[src/pkg/blkcal_pkg.sv]
// Constants, field positions and types shared by the black level calibration block
package blkcal_pkg;

    // ==========================================================
    // Register offsets
    localparam logic [15:0] ADDR_ENABLE_CTRL  = 16'h4000; // Enable and debug
    localparam logic [15:0] ADDR_ROW_START    = 16'h4001; // First black row
    localparam logic [15:0] ADDR_RESET_CTRL   = 16'h4002; // Format trigger, source, frames
    localparam logic [15:0] ADDR_MANUAL_CTRL  = 16'h4003; // Manual trigger, freeze, frames
    localparam logic [15:0] ADDR_ROW_COUNT    = 16'h4004; // Black row count
    localparam logic [15:0] ADDR_LONG_TARGET  = 16'h4008; // Long channel level, read only
    localparam logic [15:0] ADDR_SHORT_TARGET = 16'h4009; // Short channel level, read only
    localparam logic [15:0] ADDR_RESERVED_LO  = 16'h4050; // Reserved, low byte
    localparam logic [15:0] ADDR_RESERVED_HI  = 16'h4051; // Reserved, high byte
    localparam logic [15:0] ADDR_TRIG_EN      = 16'h4055; // Per-channel trigger enables

    // ==========================================================
    // Reset values
    localparam logic [7:0] RST_ENABLE_CTRL = 8'h09;
    localparam logic [7:0] RST_ROW_START   = 8'h04;
    localparam logic [7:0] RST_RESET_CTRL  = 8'hC5;
    localparam logic [7:0] RST_MANUAL_CTRL = 8'h08;
    localparam logic [7:0] RST_ROW_COUNT   = 8'h08;
    localparam logic [7:0] RST_RESERVED    = 8'h00;
    localparam logic [7:0] RST_TRIG_EN     = 8'hFF;

    // ==========================================================
    // Field positions and widths
    localparam int BIT_ENABLE     = 0; // Calibration enable
    localparam int BIT_FMT_TRIG   = 7; // Format change triggers
    localparam int BIT_SRC_CALC   = 6; // 1: calculated offsets
    localparam int BIT_MAN_TRIG   = 7; // Manual trigger on rise
    localparam int BIT_FREEZE     = 6; // Hold offsets
    localparam int BIT_TEMP_SHORT = 6;
    localparam int BIT_EXP_SHORT  = 5;
    localparam int BIT_GAIN_SHORT = 4;
    localparam int BIT_TEMP_LONG  = 2;
    localparam int BIT_EXP_LONG   = 1;
    localparam int BIT_GAIN_LONG  = 0;
    localparam int FRAME_NUM_W    = 6; // Frame count fields [5:0]
    localparam int LINE_FIELD_W   = 5; // Row fields [4:0]
    localparam int LINE_IDX_W     = 6; // Row index, saturating

    // ==========================================================
    // Correction arithmetic
    localparam int FINE_W    = 6; // Fine range; coarse works in steps of 2**FINE_W
    localparam int IIR_SHIFT = 4; // Estimator smoothing

    // Calibration phase
    typedef enum logic [0:0] {
        PH_IDLE = 1'b0,
        PH_RUN  = 1'b1
    } blkcal_phase_t;

endpackage : blkcal_pkg

[src/blkcal_chan.sv]
// One exposure channel: black estimate, offset hold and coarse/fine subtraction
`timescale 1ns/100ps
module blkcal_chan
    import blkcal_pkg::*;
#(
    parameter int PIX_W = 10
)(
    input  wire logic             i_clk,
    input  wire logic             i_rst_n,
    input  wire logic             i_sample,     // Black pixel of this channel
    input  wire logic             i_commit,     // Frame done, take estimate
    input  wire logic             i_use_calc,   // Calculated or manual offset
    input  wire logic [PIX_W-1:0] i_pix_data,   // Pixel in
    input  wire logic [PIX_W-1:0] i_man_offset, // Software offset
    output logic      [PIX_W-1:0] o_offset,     // Offset in use
    output logic      [PIX_W-1:0] o_corrected   // Pixel after subtraction
);

    // ==========================================================
    // Saturating subtract, used for both stages
    function automatic logic [PIX_W-1:0] sub_sat(input logic [PIX_W-1:0] a,
                                                 input logic [PIX_W-1:0] b);
        sub_sat = (a > b) ? (a - b) : '0;
    endfunction : sub_sat

    logic [PIX_W-1:0] est;           // Running black estimate
    logic [PIX_W-1:0] next_est;
    logic [PIX_W-1:0] calc_off;      // Offset committed at frame edge
    logic [PIX_W-1:0] next_calc_off;
    logic signed [PIX_W:0] diff;     // Pixel minus estimate
    logic [PIX_W-1:0] coarse;        // Coarse part of offset
    logic [PIX_W-1:0] fine;          // Fine remainder

    // ==========================================================
    // Estimator: leaky average avoids a divider per frame
    always_comb
    begin
        diff          = $signed({1'b0, i_pix_data}) - $signed({1'b0, est});
        next_est      = est;
        next_calc_off = calc_off;
        if (i_sample)
            next_est = est + PIX_W'(diff >>> IIR_SHIFT);
        if (i_commit)
            next_calc_off = est;
    end

    always_ff @(posedge i_clk or negedge i_rst_n)
    begin
        if (!i_rst_n)
        begin
            est      <= '0;
            calc_off <= '0;
        end
        else
        begin
            est      <= next_est;
            calc_off <= next_calc_off;
        end
    end

    // ==========================================================
    // Coarse step first, then fine remainder
    always_comb
    begin
        o_offset    = i_use_calc ? calc_off : i_man_offset;
        fine        = {{(PIX_W-FINE_W){1'b0}}, o_offset[FINE_W-1:0]};
        coarse      = o_offset - fine;
        o_corrected = sub_sat(sub_sat(i_pix_data, coarse), fine);
    end

endmodule : blkcal_chan

[src/blkcal_top.sv]
// Black level calibration: registers, trigger handling, frame sequencing, pixel path
//
// Function
// - Coarse then fine black offset subtraction
// - Reset and parameter changes start calibration
// - Manual start only on bit rising
// - Manual start runs manual frame count
// - Calibrate only while enable bit set
// - Black rows start at start-line field
// - Use line-count black rows for offset
// - Format change triggers only when enabled
// - Source bit picks manual or calculated
// - Reset start runs reset frame count
// - Freeze bit holds offsets unchanged
// - Long and short targets readable only
// - Short channel trigger enables, bits 6-4
// - Long channel trigger enables, bits 2-0
`timescale 1ns/100ps
module blkcal_top
    import blkcal_pkg::*;
#(
    parameter int PIX_W = 10
)(
    input  wire logic             i_clk,
    input  wire logic             i_rst_n,
    // Register port
    input  wire logic             i_reg_wr,         // Write strobe
    input  wire logic             i_reg_rd,         // Read strobe
    input  wire logic [15:0]      i_reg_addr,       // Register offset
    input  wire logic [7:0]       i_reg_wdata,      // Write data
    output logic      [7:0]       o_reg_rdata,      // Read data, next cycle
    // Change events from the sensor control, same clock
    input  wire logic             i_soft_rst,       // Soft reset pulse
    input  wire logic             i_gain_chg_long,
    input  wire logic             i_exp_chg_long,
    input  wire logic             i_temp_chg_long,
    input  wire logic             i_gain_chg_short,
    input  wire logic             i_exp_chg_short,
    input  wire logic             i_temp_chg_short,
    input  wire logic             i_fmt_chg,        // Output format changed
    // Manual offsets
    input  wire logic [PIX_W-1:0] i_man_offset_long,
    input  wire logic [PIX_W-1:0] i_man_offset_short,
    // Pixel stream from array readout
    input  wire logic             i_pix_valid,
    input  wire logic             i_pix_sof,        // First pixel of frame
    input  wire logic             i_pix_sol,        // First pixel of line
    input  wire logic             i_pix_long,       // 1: long exposure pixel
    input  wire logic [PIX_W-1:0] i_pix_data,
    // Pixel stream to image pipeline
    output logic                  o_pix_valid,
    output logic                  o_pix_sof,
    output logic                  o_pix_sol,
    output logic                  o_pix_long,
    output logic      [PIX_W-1:0] o_pix_data,
    output logic                  o_cal_busy        // Calibration in progress
);

    // ==========================================================
    // Reset release through two flops
    logic rst_meta;   // First stage, read only by second
    logic rst_sync_n; // Internal reset

    always_ff @(posedge i_clk or negedge i_rst_n)
    begin
        if (!i_rst_n)
        begin
            rst_meta   <= 1'b0;
            rst_sync_n <= 1'b0;
        end
        else
        begin
            rst_meta   <= 1'b1;
            rst_sync_n <= rst_meta;
        end
    end

    // ==========================================================
    // Register file
    logic [7:0] enable_ctrl, next_enable_ctrl;   // Enable and debug
    logic [7:0] row_start, next_row_start;       // Black row start
    logic [7:0] reset_ctrl, next_reset_ctrl;     // Format, source, frames
    logic [7:0] manual_ctrl, next_manual_ctrl;   // Trigger, freeze, frames
    logic [7:0] row_count, next_row_count;       // Black row count
    logic [7:0] resv_lo, next_resv_lo;           // Reserved storage
    logic [7:0] resv_hi, next_resv_hi;
    logic [7:0] trig_en, next_trig_en;           // Trigger enables
    logic [7:0] rdata, next_rdata;               // Read data register
    logic       man_rise;                        // Manual bit rose this write
    logic [PIX_W-1:0] off_long, off_short;       // Offsets in use

    // Clamp a channel level into the 8-bit read-back
    function automatic logic [7:0] sat8(input logic [PIX_W-1:0] v);
        sat8 = (v > PIX_W'(8'hFF)) ? 8'hFF : v[7:0];
    endfunction : sat8

    // Write decode and read mux
    always_comb
    begin
        next_enable_ctrl = enable_ctrl;
        next_row_start   = row_start;
        next_reset_ctrl  = reset_ctrl;
        next_manual_ctrl = manual_ctrl;
        next_row_count   = row_count;
        next_resv_lo     = resv_lo;
        next_resv_hi     = resv_hi;
        next_trig_en     = trig_en;
        next_rdata       = rdata;
        if (i_reg_wr)
            case (i_reg_addr)
                ADDR_ENABLE_CTRL: next_enable_ctrl = i_reg_wdata;
                ADDR_ROW_START:   next_row_start   = i_reg_wdata;
                ADDR_RESET_CTRL:  next_reset_ctrl  = i_reg_wdata;
                ADDR_MANUAL_CTRL: next_manual_ctrl = i_reg_wdata;
                ADDR_ROW_COUNT:   next_row_count   = i_reg_wdata;
                // Kept as plain storage; software is expected not to touch them
                ADDR_RESERVED_LO: next_resv_lo     = i_reg_wdata;
                ADDR_RESERVED_HI: next_resv_hi     = i_reg_wdata;
                ADDR_TRIG_EN:     next_trig_en     = i_reg_wdata;
                default:          ; // Read-only and unmapped writes ignored
            endcase
        if (i_reg_rd)
            case (i_reg_addr)
                ADDR_ENABLE_CTRL:  next_rdata = enable_ctrl;
                ADDR_ROW_START:    next_rdata = row_start;
                ADDR_RESET_CTRL:   next_rdata = reset_ctrl;
                ADDR_MANUAL_CTRL:  next_rdata = manual_ctrl;
                ADDR_ROW_COUNT:    next_rdata = row_count;
                ADDR_LONG_TARGET:  next_rdata = sat8(off_long);
                ADDR_SHORT_TARGET: next_rdata = sat8(off_short);
                ADDR_RESERVED_LO:  next_rdata = resv_lo;
                ADDR_RESERVED_HI:  next_rdata = resv_hi;
                ADDR_TRIG_EN:      next_rdata = trig_en;
                default:           next_rdata = 8'h00; // Unmapped reads zero
            endcase
        // Only a 0 to 1 change of the bit starts a manual run
        man_rise = i_reg_wr && i_reg_addr == ADDR_MANUAL_CTRL
                   && !manual_ctrl[BIT_MAN_TRIG] && i_reg_wdata[BIT_MAN_TRIG];
    end
    always_ff @(posedge i_clk or negedge rst_sync_n)
    begin
        if (!rst_sync_n)
        begin
            enable_ctrl <= RST_ENABLE_CTRL;
            row_start   <= RST_ROW_START;
            reset_ctrl  <= RST_RESET_CTRL;
            manual_ctrl <= RST_MANUAL_CTRL;
            row_count   <= RST_ROW_COUNT;
            resv_lo     <= RST_RESERVED;
            resv_hi     <= RST_RESERVED;
            trig_en     <= RST_TRIG_EN;
            rdata       <= 8'h00;
        end
        else
        begin
            enable_ctrl <= next_enable_ctrl;
            row_start   <= next_row_start;
            reset_ctrl  <= next_reset_ctrl;
            manual_ctrl <= next_manual_ctrl;
            row_count   <= next_row_count;
            resv_lo     <= next_resv_lo;
            resv_hi     <= next_resv_hi;
            trig_en     <= next_trig_en;
            rdata       <= next_rdata;
        end
    end

    assign o_reg_rdata = rdata;

    // ==========================================================
    // Trigger collection and frame sequencing
    logic          cal_en, freeze, frame_edge;
    logic          auto_evt;                     // Any enabled change event, or a soft reset (not gated)
    logic          pend_rst, next_pend_rst;      // Reset-type start pending
    logic          pend_man, next_pend_man;      // Manual start pending
    blkcal_phase_t phase, next_phase;
    logic [FRAME_NUM_W-1:0] frames_left, next_frames_left;
    logic          seen, next_seen;              // A sampled frame is open
    logic          commit;                       // Take estimates now

    // Events latch until the next frame edge; a new one wins over the consume
    always_comb
    begin
        cal_en     = enable_ctrl[BIT_ENABLE];
        freeze     = manual_ctrl[BIT_FREEZE];
        frame_edge = i_pix_valid && i_pix_sof;
        auto_evt   = (i_temp_chg_short && trig_en[BIT_TEMP_SHORT])
                   || (i_exp_chg_short && trig_en[BIT_EXP_SHORT])
                   || (i_gain_chg_short && trig_en[BIT_GAIN_SHORT])
                   || (i_temp_chg_long && trig_en[BIT_TEMP_LONG])
                   || (i_exp_chg_long && trig_en[BIT_EXP_LONG])
                   || (i_gain_chg_long && trig_en[BIT_GAIN_LONG])
                   || (i_fmt_chg && reset_ctrl[BIT_FMT_TRIG])
                   || i_soft_rst;
        next_pend_rst    = (pend_rst && !frame_edge) || auto_evt;
        next_pend_man    = (pend_man && !frame_edge) || man_rise;
        next_phase       = phase;
        next_frames_left = frames_left;
        next_seen        = seen;
        commit           = 1'b0;
        if (frame_edge)
        begin
            // Close the frame just sampled unless frozen or disabled
            if (phase == PH_RUN && seen && cal_en && !freeze)
            begin
                commit           = 1'b1;
                next_frames_left = frames_left - 1'b1;
                if (frames_left == FRAME_NUM_W'(1))
                    next_phase = PH_IDLE;
            end
            // A pending start reloads the run, manual taking precedence
            if (cal_en && pend_man)
            begin
                next_frames_left = manual_ctrl[FRAME_NUM_W-1:0];
                next_phase = (manual_ctrl[FRAME_NUM_W-1:0] != '0) ? PH_RUN : PH_IDLE;
            end
            else if (cal_en && pend_rst)
            begin
                next_frames_left = reset_ctrl[FRAME_NUM_W-1:0];
                next_phase = (reset_ctrl[FRAME_NUM_W-1:0] != '0) ? PH_RUN : PH_IDLE;
            end
            next_seen = 1'b1;
        end
        if (!cal_en)
            next_seen = 1'b0;
    end
    always_ff @(posedge i_clk or negedge rst_sync_n)
    begin
        if (!rst_sync_n)
        begin
            pend_rst    <= 1'b1; // Hard reset starts calibration
            pend_man    <= 1'b0;
            phase       <= PH_IDLE;
            frames_left <= '0;
            seen        <= 1'b0;
        end
        else
        begin
            pend_rst    <= next_pend_rst;
            pend_man    <= next_pend_man;
            phase       <= next_phase;
            frames_left <= next_frames_left;
            seen        <= next_seen;
        end
    end

    // ==========================================================
    // Line counting and black row window
    logic [LINE_IDX_W-1:0] line_idx, next_line_idx; // Saturates, rows past window ignored
    logic [LINE_IDX_W-1:0] win_lo, win_hi;
    logic                  black_row, sample_ok;

    always_comb
    begin
        next_line_idx = line_idx;
        if (frame_edge)
            next_line_idx = '0;
        else if (i_pix_valid && i_pix_sol && line_idx != '1)
            next_line_idx = line_idx + 1'b1;
        win_lo    = LINE_IDX_W'(row_start[LINE_FIELD_W-1:0]);
        win_hi    = win_lo + LINE_IDX_W'(row_count[LINE_FIELD_W-1:0]);
        black_row = (next_line_idx >= win_lo) && (next_line_idx < win_hi);
        sample_ok = i_pix_valid && black_row && phase == PH_RUN
                    && cal_en && !freeze;
    end
    always_ff @(posedge i_clk or negedge rst_sync_n)
    begin
        if (!rst_sync_n)
            line_idx <= '0;
        else
            line_idx <= next_line_idx;
    end

    // ==========================================================
    // Per-channel estimators and correction
    logic [PIX_W-1:0] corr_long, corr_short;

    blkcal_chan #(.PIX_W(PIX_W)) u_long (
        .i_clk        (i_clk),
        .i_rst_n      (rst_sync_n),
        .i_sample     (sample_ok && i_pix_long),
        .i_commit     (commit),
        .i_use_calc   (reset_ctrl[BIT_SRC_CALC]),
        .i_pix_data   (i_pix_data),
        .i_man_offset (i_man_offset_long),
        .o_offset     (off_long),
        .o_corrected  (corr_long)
    );

    blkcal_chan #(.PIX_W(PIX_W)) u_short (
        .i_clk        (i_clk),
        .i_rst_n      (rst_sync_n),
        .i_sample     (sample_ok && !i_pix_long),
        .i_commit     (commit),
        .i_use_calc   (reset_ctrl[BIT_SRC_CALC]),
        .i_pix_data   (i_pix_data),
        .i_man_offset (i_man_offset_short),
        .o_offset     (off_short),
        .o_corrected  (corr_short)
    );

    // ==========================================================
    // Output stage: one cycle of latency, all flags kept aligned
    logic             nv, ns, nl, nlong, nbusy;
    logic [PIX_W-1:0] nd;
    always_comb
    begin
        nv    = i_pix_valid;
        ns    = i_pix_valid && i_pix_sof;
        nl    = i_pix_valid && i_pix_sol;
        nlong = i_pix_long;
        nd    = i_pix_valid ? (i_pix_long ? corr_long : corr_short) : o_pix_data;
        nbusy = (next_phase == PH_RUN);
    end
    always_ff @(posedge i_clk or negedge rst_sync_n)
    begin
        if (!rst_sync_n)
        begin
            o_pix_valid <= 1'b0;
            o_pix_sof   <= 1'b0;
            o_pix_sol   <= 1'b0;
            o_pix_long  <= 1'b0;
            o_pix_data  <= '0;
            o_cal_busy  <= 1'b0;
        end
        else
        begin
            o_pix_valid <= nv;
            o_pix_sof   <= ns;
            o_pix_sol   <= nl;
            o_pix_long  <= nlong;
            o_pix_data  <= nd;
            o_cal_busy  <= nbusy;
        end
    end

endmodule : blkcal_top

[config.mk]
export PLATFORM = sky130hd
export DESIGN_NAME = blkcal_top
export DESIGN_NICKNAME = d
export VERILOG_FILES = /design/src/pkg/blkcal_pkg.sv /design/src/blkcal_chan.sv /design/src/blkcal_top.sv
export SDC_FILE = /design/constraint.sdc
export NUM_CORES = 1
export LEC_CHECK = 0
export BUFFER_PORTS_ARGS = -buffer_cell sky130_fd_sc_hd__buf_4
export CELL_PAD_IN_SITES_DETAIL_PLACEMENT = 1
export CELL_PAD_IN_SITES_GLOBAL_PLACEMENT = 2
export CORE_ASPECT_RATIO = 0.75
export CORE_MARGIN = 2
export CORE_UTILIZATION = 42
export DETAILED_ROUTE_END_ITERATION = 8
export PLACE_DENSITY_LB_ADDON = 0.1
export SYNTH_ARGS = -nofsm -noshare
export SYNTH_HDL_FRONTEND = slang
export SYNTH_SLANG_ARGS = --single-unit
export TNS_END_PERCENT = 1
[constraint.sdc]
create_clock -name i_clk -period 12.5 [get_ports i_clk]
set_clock_uncertainty 0.15 [all_clocks]
set_input_delay 1.25 -clock i_clk [delete_from_list [all_inputs] [get_ports i_clk]]
set_output_delay 1.25 -clock i_clk [all_outputs]
set_load 0.005 [all_outputs]
* Word-level counts from Yosys, hierarchy flattened
Cells that the tools add are included.
** Storage, ports and cells
- Bits in registers :: 144
- Output and inout bits :: 23
** Cells by class
- Add/sub/neg operators :: 13
- $lt $le $gt $ge :: 8
- Equality and inequality tests :: 13
- Mux-type cells :: 25
- Reductions and logical operators :: 54
** Operator list (number)
- equality test 16 x 15 -> 1 bit, second input constant :: 10
- one-hot mux 8 bit (10 select lines) :: 1
- two-way mux 10 bit :: 7
- subtractor 10 x 6 -> 10 bit :: 4
- two-way mux 6 bit :: 5
- logical AND 1 bit :: 27
- subtractor 10 x 10 -> 11 bit :: 2
- adder 10 bit :: 2
- greater-than comparator 10 bit :: 2
- greater-than comparator 10 x 6 -> 1 bit :: 2
- greater-than comparator 10 x 8 -> 1 bit, second input constant :: 2
- subtractor 10 bit :: 2
- AND reduction 2 bit :: 9
- two-way mux 8 bit :: 2
- nonzero test 6 bit :: 2
- two-way mux 1 bit :: 10
- logical OR 1 bit :: 9
- adder 5 x 5 -> 6 bit :: 1
- adder 6 x 1 -> 6 bit, second input constant :: 1
- equality test 6 x 1 -> 1 bit, second input constant :: 1
- >= comparator 6 x 5 -> 1 bit :: 1
- < comparator 6 bit :: 1
- inequality test 6 bit, second input constant :: 1
- nonzero test 3 bit :: 2
- other kinds (4) :: 7

* Depth between registers and ports, before layout
Gate-level depths: netlist of the first run.
- Depth in word-level cells :: 11
- Mapped depth :: 17

* By module
From an unflattened synthesis of the first run, not the netlist that was laid out.
** Unflattened totals
- Cell total of the unflattened synthesis :: 990
- Area total of the unflattened synthesis :: 9964.6 um^2
** Modules (own cells, without submodules)
- blkcal_top :: times used 1, cells an instance 512, area each 5754.3 um^2, seq. area each 2625.0 um^2
- blkcal_chan at u_short :: times used 1, cells an instance 243, area each 2134.5 um^2, seq. area each 500.5 um^2
- blkcal_chan at u_long :: times used 1, cells an instance 235, area each 2075.7 um^2, seq. area each 500.5 um^2

* Least setup slack after synthesis of the first run
OpenSTA, ideal clock, no wires.
- Path kind :: input -> register
- From :: input port i_man_offset_short[6]
- To :: register o_pix_data[4]
- Library setup time :: 0.069 ns
- Arrival :: 4.317 ns
- Required time :: 12.281 ns
- Path slack :: 7.964 ns
- Cell stages on the path :: 15
- Path through :: mux2i_1 -> ha_1 -> a221oi_1 -> o21ai_1 -> o31a_1 -> nand2_1 -> ha_1 -> fa_1 -> nor2b_1 -> o21a_1 -> o21ai_0 -> a21oi_1 -> a32oi_1 -> or3b_1 -> nand3_1
** On the way
- Word-level cells in the longest chain between the ends :: 7
- Elaborated cells between the ends (all ways) :: 9
** RTL lines
- start, declared :: RTL line blkcal_top.sv:43 : input wire logic [PIX_W-1:0] i_man_offset_short,
- two-way mux 10 bit (*) :: RTL line blkcal_chan.sv:65 : o_offset = i_use_calc ? calc_off : i_man_offset;
- subtractor 10 x 6 -> 10 bit (*) :: RTL line blkcal_chan.sv:67 : coarse = o_offset - fine;
- greater-than comparator 10 bit or subtractor 10 bit (tied branches) :: RTL line blkcal_chan.sv:23 : sub_sat = (a > b) ? (a - b) : '0;
- two-way mux 10 bit (*) :: RTL line blkcal_chan.sv:23
- subtractor 10 x 6 -> 10 bit or greater-than comparator 10 x 6 -> 1 bit (tied branches) :: RTL line blkcal_chan.sv:23
- two-way mux 10 bit (*) :: RTL line blkcal_chan.sv:23
- two-way mux 10 bit (*) :: RTL line blkcal_top.sv:312 : nd = i_pix_valid ? (i_pix_long ? corr_long : corr_short) : o_pix_data;
- end signal, assigned :: RTL line blkcal_top.sv:332 : o_pix_data <= nd;
- end, declared :: RTL line blkcal_top.sv:55 : output logic [PIX_W-1:0] o_pix_data,
Mark *: on every way between the ends. The rest lies on a longest branch, timed or not.
A chain may end at the register's enable or synchronous reset.

* Worst setup path after layout of the first run
- From :: register reset_ctrl[6]
- To :: register o_pix_data[0]
** On the way
- Word-level cells in the longest chain between the ends :: 7
- Elaborated cells between the ends (all ways) :: 17
** RTL lines
- start, declared :: RTL line blkcal_top.sv:82 : logic [7:0] reset_ctrl, next_reset_ctrl;
- start signal, assigned :: RTL line blkcal_top.sv:158 : reset_ctrl <= next_reset_ctrl;
- two-way mux 10 bit :: RTL line blkcal_chan.sv:65
- subtractor 10 x 6 -> 10 bit :: RTL line blkcal_chan.sv:67
- subtractor 10 bit or greater-than comparator 10 bit (tied branches) :: RTL line blkcal_chan.sv:23
- two-way mux 10 bit :: RTL line blkcal_chan.sv:23
- subtractor 10 x 6 -> 10 bit or greater-than comparator 10 x 6 -> 1 bit (tied branches) :: RTL line blkcal_chan.sv:23
- two-way mux 10 bit :: RTL line blkcal_chan.sv:23
- two-way mux 10 bit (*) :: RTL line blkcal_top.sv:312
Marks and branches as above.

==> run_results.csv, run 1 <==
group,metric,value,unit
synthesis,async_flop_share,1.00,
sta,rsz0062_at_grt,"no",
critical_path,cp-end-kind,"register",
clock_network,tritoncts,"yes",
critical_path,worstPathRequired,12.68,ns
layout,nNetsFinal,1206,
critical_path,crit_path_top_delay_cell,"dfstp_2",
critical_path,crit_path_frequent_cell,"ha_1",
pwr,ir_drop,0.0759,mV
synthesis,synthTopCellsByCount,"dfrtp_1, nand2_1, ha_1",
critical_path,path_class,"reg2reg",
pwr,pwr_density_cell,108,nW/um^2
synthesis,ys_types,87,
sta,setup-tns-final,0,ns
critical_path,critPathLaunchType,"register",
run,max-cap-violations,0,
synthesis,avgSynthCellArea,9.94,um^2
route,drtIter0Drc,488,
synthesis,syn-num-nets,1114,
worst_hold_path,hold_path.class,"reg2reg",
synthesis,ys_warn_count,0,
synthesis,netlist_area,9560,um^2
die,initial_core_util,0.430,
placement,dp_worst_setup_slack,7.16,ns
layout,fin_area,11100,um^2
critical_path,crit_arrival,5.38,ns
route,wl,29700,um
clock_network,clk_path_buf_depth,2,
synthesis,postSynthCellCount,962,
clock_network,clockRootBuffer,"clkbuf_16",
synthesis,synth_top_cell_by_area,"dfrtp_1",
placement,place_area,10500,um^2
layout,utilization,0.499,
sta,period_share,0.416,
synthesis,synth_top_area_frac,0.330,
synthesis,yosysSeqAreaShare,0.379,
route,wl_per_cell,21.8,um
synthesis,synthTopCellsByArea,"dfrtp_1, ha_1, mux2_2, dfstp_2, nand2_1",
placement,gp_congestion,0.901,
critical_path,cp_max_fo,26,
pwr,leakage,5.12,nW
global_route,antenna_found_initial,0,
die,die_h,135,um
route,vias_per_cell,5.83,
clock_network,clk_pin_slew,0.07,ns
global_route,grt_overflow,0,
placement,dp.cells,1329,
outcome,status,"finished, final reports clean",
sta,hold_viol,0,
layout,area_growth,16.0,%
sta,worst_pin_slew,1.02,ns
sta,setup_viol,0,
sta,drv_slew,0,
synthesis,synthFlopType,"dfrtp_1",
synthesis,ys_seq_elements,144,
route,drt_pass1_iterations,5,
clock_network,clk_latency,0.44,ns
global_route,grt_pass1_wl,46900,um
sta,period_needed,5.19,ns
die,pin_count,93,
sta,clock.fmax,192,MHz
clock_network,cts_max_level,4,
die,num_rows,47,
clock_network,cts_made_buffers,17,
clock_network,cts_resized,0,
global_route,grt_pass1_vias,7929,
layout,diodes,0,
global_route,grt_start_max_net_pins,73,
layout,instances_no_fill,1361,
die,die_width,178,um
critical_path,crit_chain,"mux2i_1 -> ha_1 -> a221oi_1 -> o21ai_1 -> o31a_1 -> and2_1 -> ha_1 -> nor2b_1 -> o21a_1 -> o21ai_0 -> a21oi_1 -> a32oi_1 -> o22ai_1 -> a21o_1",
critical_path,max_stage_delay,0.99,ns
placement,dpl.hpwl,22600,um
synthesis,yosysMostFrequentCell,"dfrtp_1",
route,ant_nets,0,
global_route,grt_util_all_layers,0.259,
die,dieArea,24000,um^2
sta,setup_ws,7.31,ns
clock_network,cts_hold_buffers,0,
sta,timing.slew.headroom,0.316,
synthesis,synth-edff-count,0,
clock_network,clock_sinks,144,
route,num_vias,7939,
clock_network,cts_setup_buffers,0,
layout,drive_gt1_frac,0.234,
placement,portBuffers,92,
die,coreArea,22200,um^2
route,drc,0,
==> cells in the final DEF, fill, tap and decap left out, types with 4 or more instances in the layout <==
master / instances
or4_1: 5
xor2_1: 26
nor2_1: 54
nor3b_1: 5
o21ai_1: 6
nand3_1: 10
dfstp_2: 18
a21oi_1: 52
nor3_1: 17
a22oi_1: 20
clkbuf_16: 17
inv_8: 4
inv_1: 50
a221oi_1: 11
inv_6: 5
or2_2: 4
nand2_1: 95
a21o_1: 16
mux2i_1: 20
and2_1: 14
o21a_1: 19
buf_4: 94
clkinvlp_4: 4
nand3_2: 4
o22ai_1: 10
nand4_1: 14
xnor2_1: 18
mux2_2: 68
nor2b_1: 14
nor4_1: 4
o21ai_0: 58
ha_1: 77
a222oi_1: 8
dfrtp_1: 125
fa_1: 5
o221ai_1: 6
a22o_1: 11
o31ai_1: 5
==> logic make-up after synthesis <==
family / share of synthesized area
simple gates: 0.152
compound gates: 0.183
flops: 0.379
mux: 0.101
fa+ha+maj: 0.111
buf+inv: 0.0326
xor+xnor: 0.0403
other cells: 0.000392
==> layout make-up <==
| class | count | area [um^2] |
|---|---|---|
| Clock buffer | 17 | 425 |
| Clock inverter | 15 | 144 |
| Fill cell | 2543 | 11100 |
| Inverter | 52 | 195 |
| Multi-Input combinational cell | 745 | 5620 |
| Sequential cell | 144 | 3630 |
| Tap cell | 294 | 368 |
| Timing Repair Buffer | 94 | 706 |
==> worst max-delay path, delay by kind of cell (launching register included) <==
family                   cells  cell delay [ns]
AND/OR/NAND/NOR              2             0.34
multiplexers                 1             0.40
flip-flops                   1             0.99
adder cells (fa/ha/maj)      2             0.66
AO/OA/AOI/OAI                9             2.52
==> per-stage QoR <==
stage,power (mW),hold slack (ns)
2_1_floorplan,0.624,0.181
3_3_place_gp,0.702,0.185
3_5_place_dp,0.705,0.189
4_1_cts,1.21,0.207
5_1_grt,1.26,0.206
6_report,1.20,0.203
==> path summary, 6_finish.rpt <==
check / start / to / slack [ns] / cells after the start
min in group asynchronous: rst_sync_n / frames_left[2] / 0.35 / 0
min reg2reg: rst_meta / rst_sync_n / 0.20 / 0
max reg2reg: reset_ctrl[6] / o_pix_data[0] / 7.31 / 14
max in group asynchronous: rst_sync_n / o_pix_data[0] / 10.30 / 1
max: reset_ctrl[6] / o_pix_data[0] / 7.31 / 14
min: rst_meta / rst_sync_n / 0.20 / 0
==> where the power goes <==
group | total (mW) | switching (mW) | internal, mW
clock network | 0.504 | 0.240 | 0.264
logic | 0.209 | 0.116 | 0.0927
registers | 0.489 | 0.0122 | 0.477
==> sequential cells by signal (all words and copies together), names as in the netlist, 10 cells and up <==
register	cells
u_long.est	10
u_short.calc_off	10
o_pix_data	10
u_long.calc_off	10
u_short.est	10
==> layer usage <==
layer	global-route usage	up-vias	part of all wire	routed length (um)
li1	-	3738	-	-
met1	0.410	4013	0.53	15700
met2	0.368	162	0.41	12300
met3	0.0403	26	0.045	1330
met4	0.0565	0	0.012	362
met5	0	-	0	0
Note: power is estimated with default switching activity, not from simulation.
==> inputs of run 2 (changes only) <==
--- a/config.mk
+++ b/config.mk
@@ -10,7 +10,7 @@
 export CELL_PAD_IN_SITES_GLOBAL_PLACEMENT = 2
 export CORE_ASPECT_RATIO = 0.75
 export CORE_MARGIN = 2
-export CORE_UTILIZATION = 42
+export CORE_UTILIZATION = 39
 export DETAILED_ROUTE_END_ITERATION = 8
 export PLACE_DENSITY_LB_ADDON = 0.1
 export SYNTH_ARGS = -nofsm -noshare
==> constraint.sdc (replaced) <==
create_clock -name i_clk -period 5.3 [get_ports i_clk]
set_clock_uncertainty 0.15 [all_clocks]
set_input_delay 0.53 -clock i_clk [delete_from_list [all_inputs] [get_ports i_clk]]
set_output_delay 0.53 -clock i_clk [all_outputs]
set_load 0.005 [all_outputs]
==> run_results.csv, run 2 (synthesis gave the netlist of run 1 again) <==
group,metric,value,unit
pwr,leakage,5.18,nW
sta,period_share,0.889,
critical_path,cp-end-kind,"register",
placement,dpl.hpwl,22800,um
pwr,pwr_density_cell,263,nW/um^2
critical_path,reg2reg_depth,14,
clock_network,clockRootBuffer,"clkbuf_16",
critical_path,rr_endpoint,"o_pix_data[6]",
global_route,grt_overflow,0,
run,max-cap-violations,0,
clock_network,clk_pin_slew,0.07,ns
route,drc,0,
critical_path,crit_arrival,4.89,ns
clock_network,cts_made_buffers,17,
layout,area_growth,17.6,%
die,dieArea,25800,um^2
worst_hold_path,hold_path.class,"reg2async",
layout,nNetsFinal,1209,
layout,drive_gt1_frac,0.236,
sta,setup_viol,0,
critical_path,reg2reg_slack,0.59,ns
critical_path,critPathLaunchType,"register",
sta,hold_viol,0,
sta,clock.fmax,212,MHz
sta,timing.slew.headroom,0.270,
layout,diodes,0,
die,die_h,140,um
global_route,grt_pass1_wl,47200,um
global_route,grt_util_all_layers,0.241,
sta,rsz0062_at_grt,"no",
critical_path,path_class,"reg2reg",
pwr,ir_drop,0.223,mV
route,vias_per_cell,5.59,
clock_network,cts_max_level,4,
layout,final_cell_mix,"dfrtp_1, nand2_1, buf_4",
die,die_width,185,um
clock_network,tritoncts,"yes",
sta,drv_slew,0,
route,wl_per_cell,21.4,um
die,pin_count,93,
critical_path,cp_max_fo,10,
die,num_rows,49,
outcome,status,"finished, final reports clean",
route,drt_pass1_iterations,5,
placement,portBuffers,92,
clock_network,clk_path_buf_depth,2,
placement,gp_congestion,0.817,
route,ant_nets,0,
die,coreArea,24000,um^2
placement,dp.cells,1368,
layout,instances_no_fill,1401,
critical_path,worstPathRequired,5.48,ns
clock_network,clock_sinks,144,
global_route,grt_pass1_vias,8080,
global_route,grt_start_max_net_pins,121,
critical_path,r2r-start,"reset_ctrl[6]",
route,wl,30000,um
route,drtIter0Drc,485,
sta,setup-tns-final,0,ns
sta,worst_pin_slew,1.09,ns
sta,period_needed,4.71,ns
route,num_vias,7829,
clock_network,clk_latency,0.44,ns
layout,final_common_cell,"dfrtp_1",
die,initial_core_util,0.398,
global_route,antenna_found_initial,1,
run 2: timing repair:
action	CTS	global route
setup buffers	0	0
endpoints found under the hold margin	2	0
hold buffers	1	0
resized for setup	0	0
run 2: metal layers:
layer	up-vias	wire, um	track usage	part of all wire
li1	3761	-	-	-
met1	3917	15800	0.366	0.53
met2	127	12700	0.353	0.42
met3	24	1110	0.0387	0.037
met4	0	447	0.0656	0.015
met5	-	0	0	0
run 2: critical path, cell delays in order, from the launching register on:
cell      delay [ns]
dfstp_2         0.69
mux2i_1         0.38
ha_1            0.34
a221oi_1        0.39
o21ai_1         0.18
o31a_1          0.22
and2_1          0.20
ha_1            0.34
nor2b_1         0.16
o21a_1          0.17
o21ai_0         0.19
a21oi_1         0.19
a32oi_1         0.63
o22ai_1         0.18
a21o_1          0.19
run 2: layout make-up:
| cell class | instances | area [um^2] |
|---|---|---|
| clock buffer | 18 | 439 |
| fill | 2735 | 12800 |
| clock inverter | 14 | 200 |
| inverter | 52 | 195 |
| timing repair buffer | 97 | 743 |
| multi-input combinational | 745 | 5620 |
| tap | 331 | 414 |
| sequential | 144 | 3630 |
run 2: power by group:
part,internal (mW),total (mW),switching (mW)
Sequential,1.13,1.15,0.0208
Clock,0.772,1.31,0.541
Combinational,0.220,0.503,0.282
run 2: metrics by stage:
step | worst slack [ns] | total power [mW] | cell area, um^2 | hold WS, ns | utilization
final | 0.588 | 2.96 | 11200 | 0.0913 | 0.468
after floorplan | 0.872 | 1.47 | 9560 | 0.0844 | -
after global routing | 0.159 | 3.09 | 11200 | 0.116 | 0.468
after detailed placement | 0.640 | 1.67 | 10600 | 0.105 | 0.441
after global placement | 0.758 | 1.66 | 10600 | 0.109 | 0.441
after CTS | 0.577 | 2.99 | 11200 | 0.106 | 0.468
run 2: how the worst max path moves through the flow:
stage	from	slack (ns)	cells after the start	endpoint
detailed placement	reset_ctrl[6]	0.64	14	o_pix_data[6]
finish	reset_ctrl[6]	0.59	14	o_pix_data[6]
CTS	reset_ctrl[6]	0.58	14	o_pix_data[6]
floorplan	rst_sync_n	0.87	0	enable_ctrl[1]
global placement	reset_ctrl[6]	0.76	14	o_pix_data[1]
global route	reset_ctrl[6]	0.16	14	o_pix_data[6]
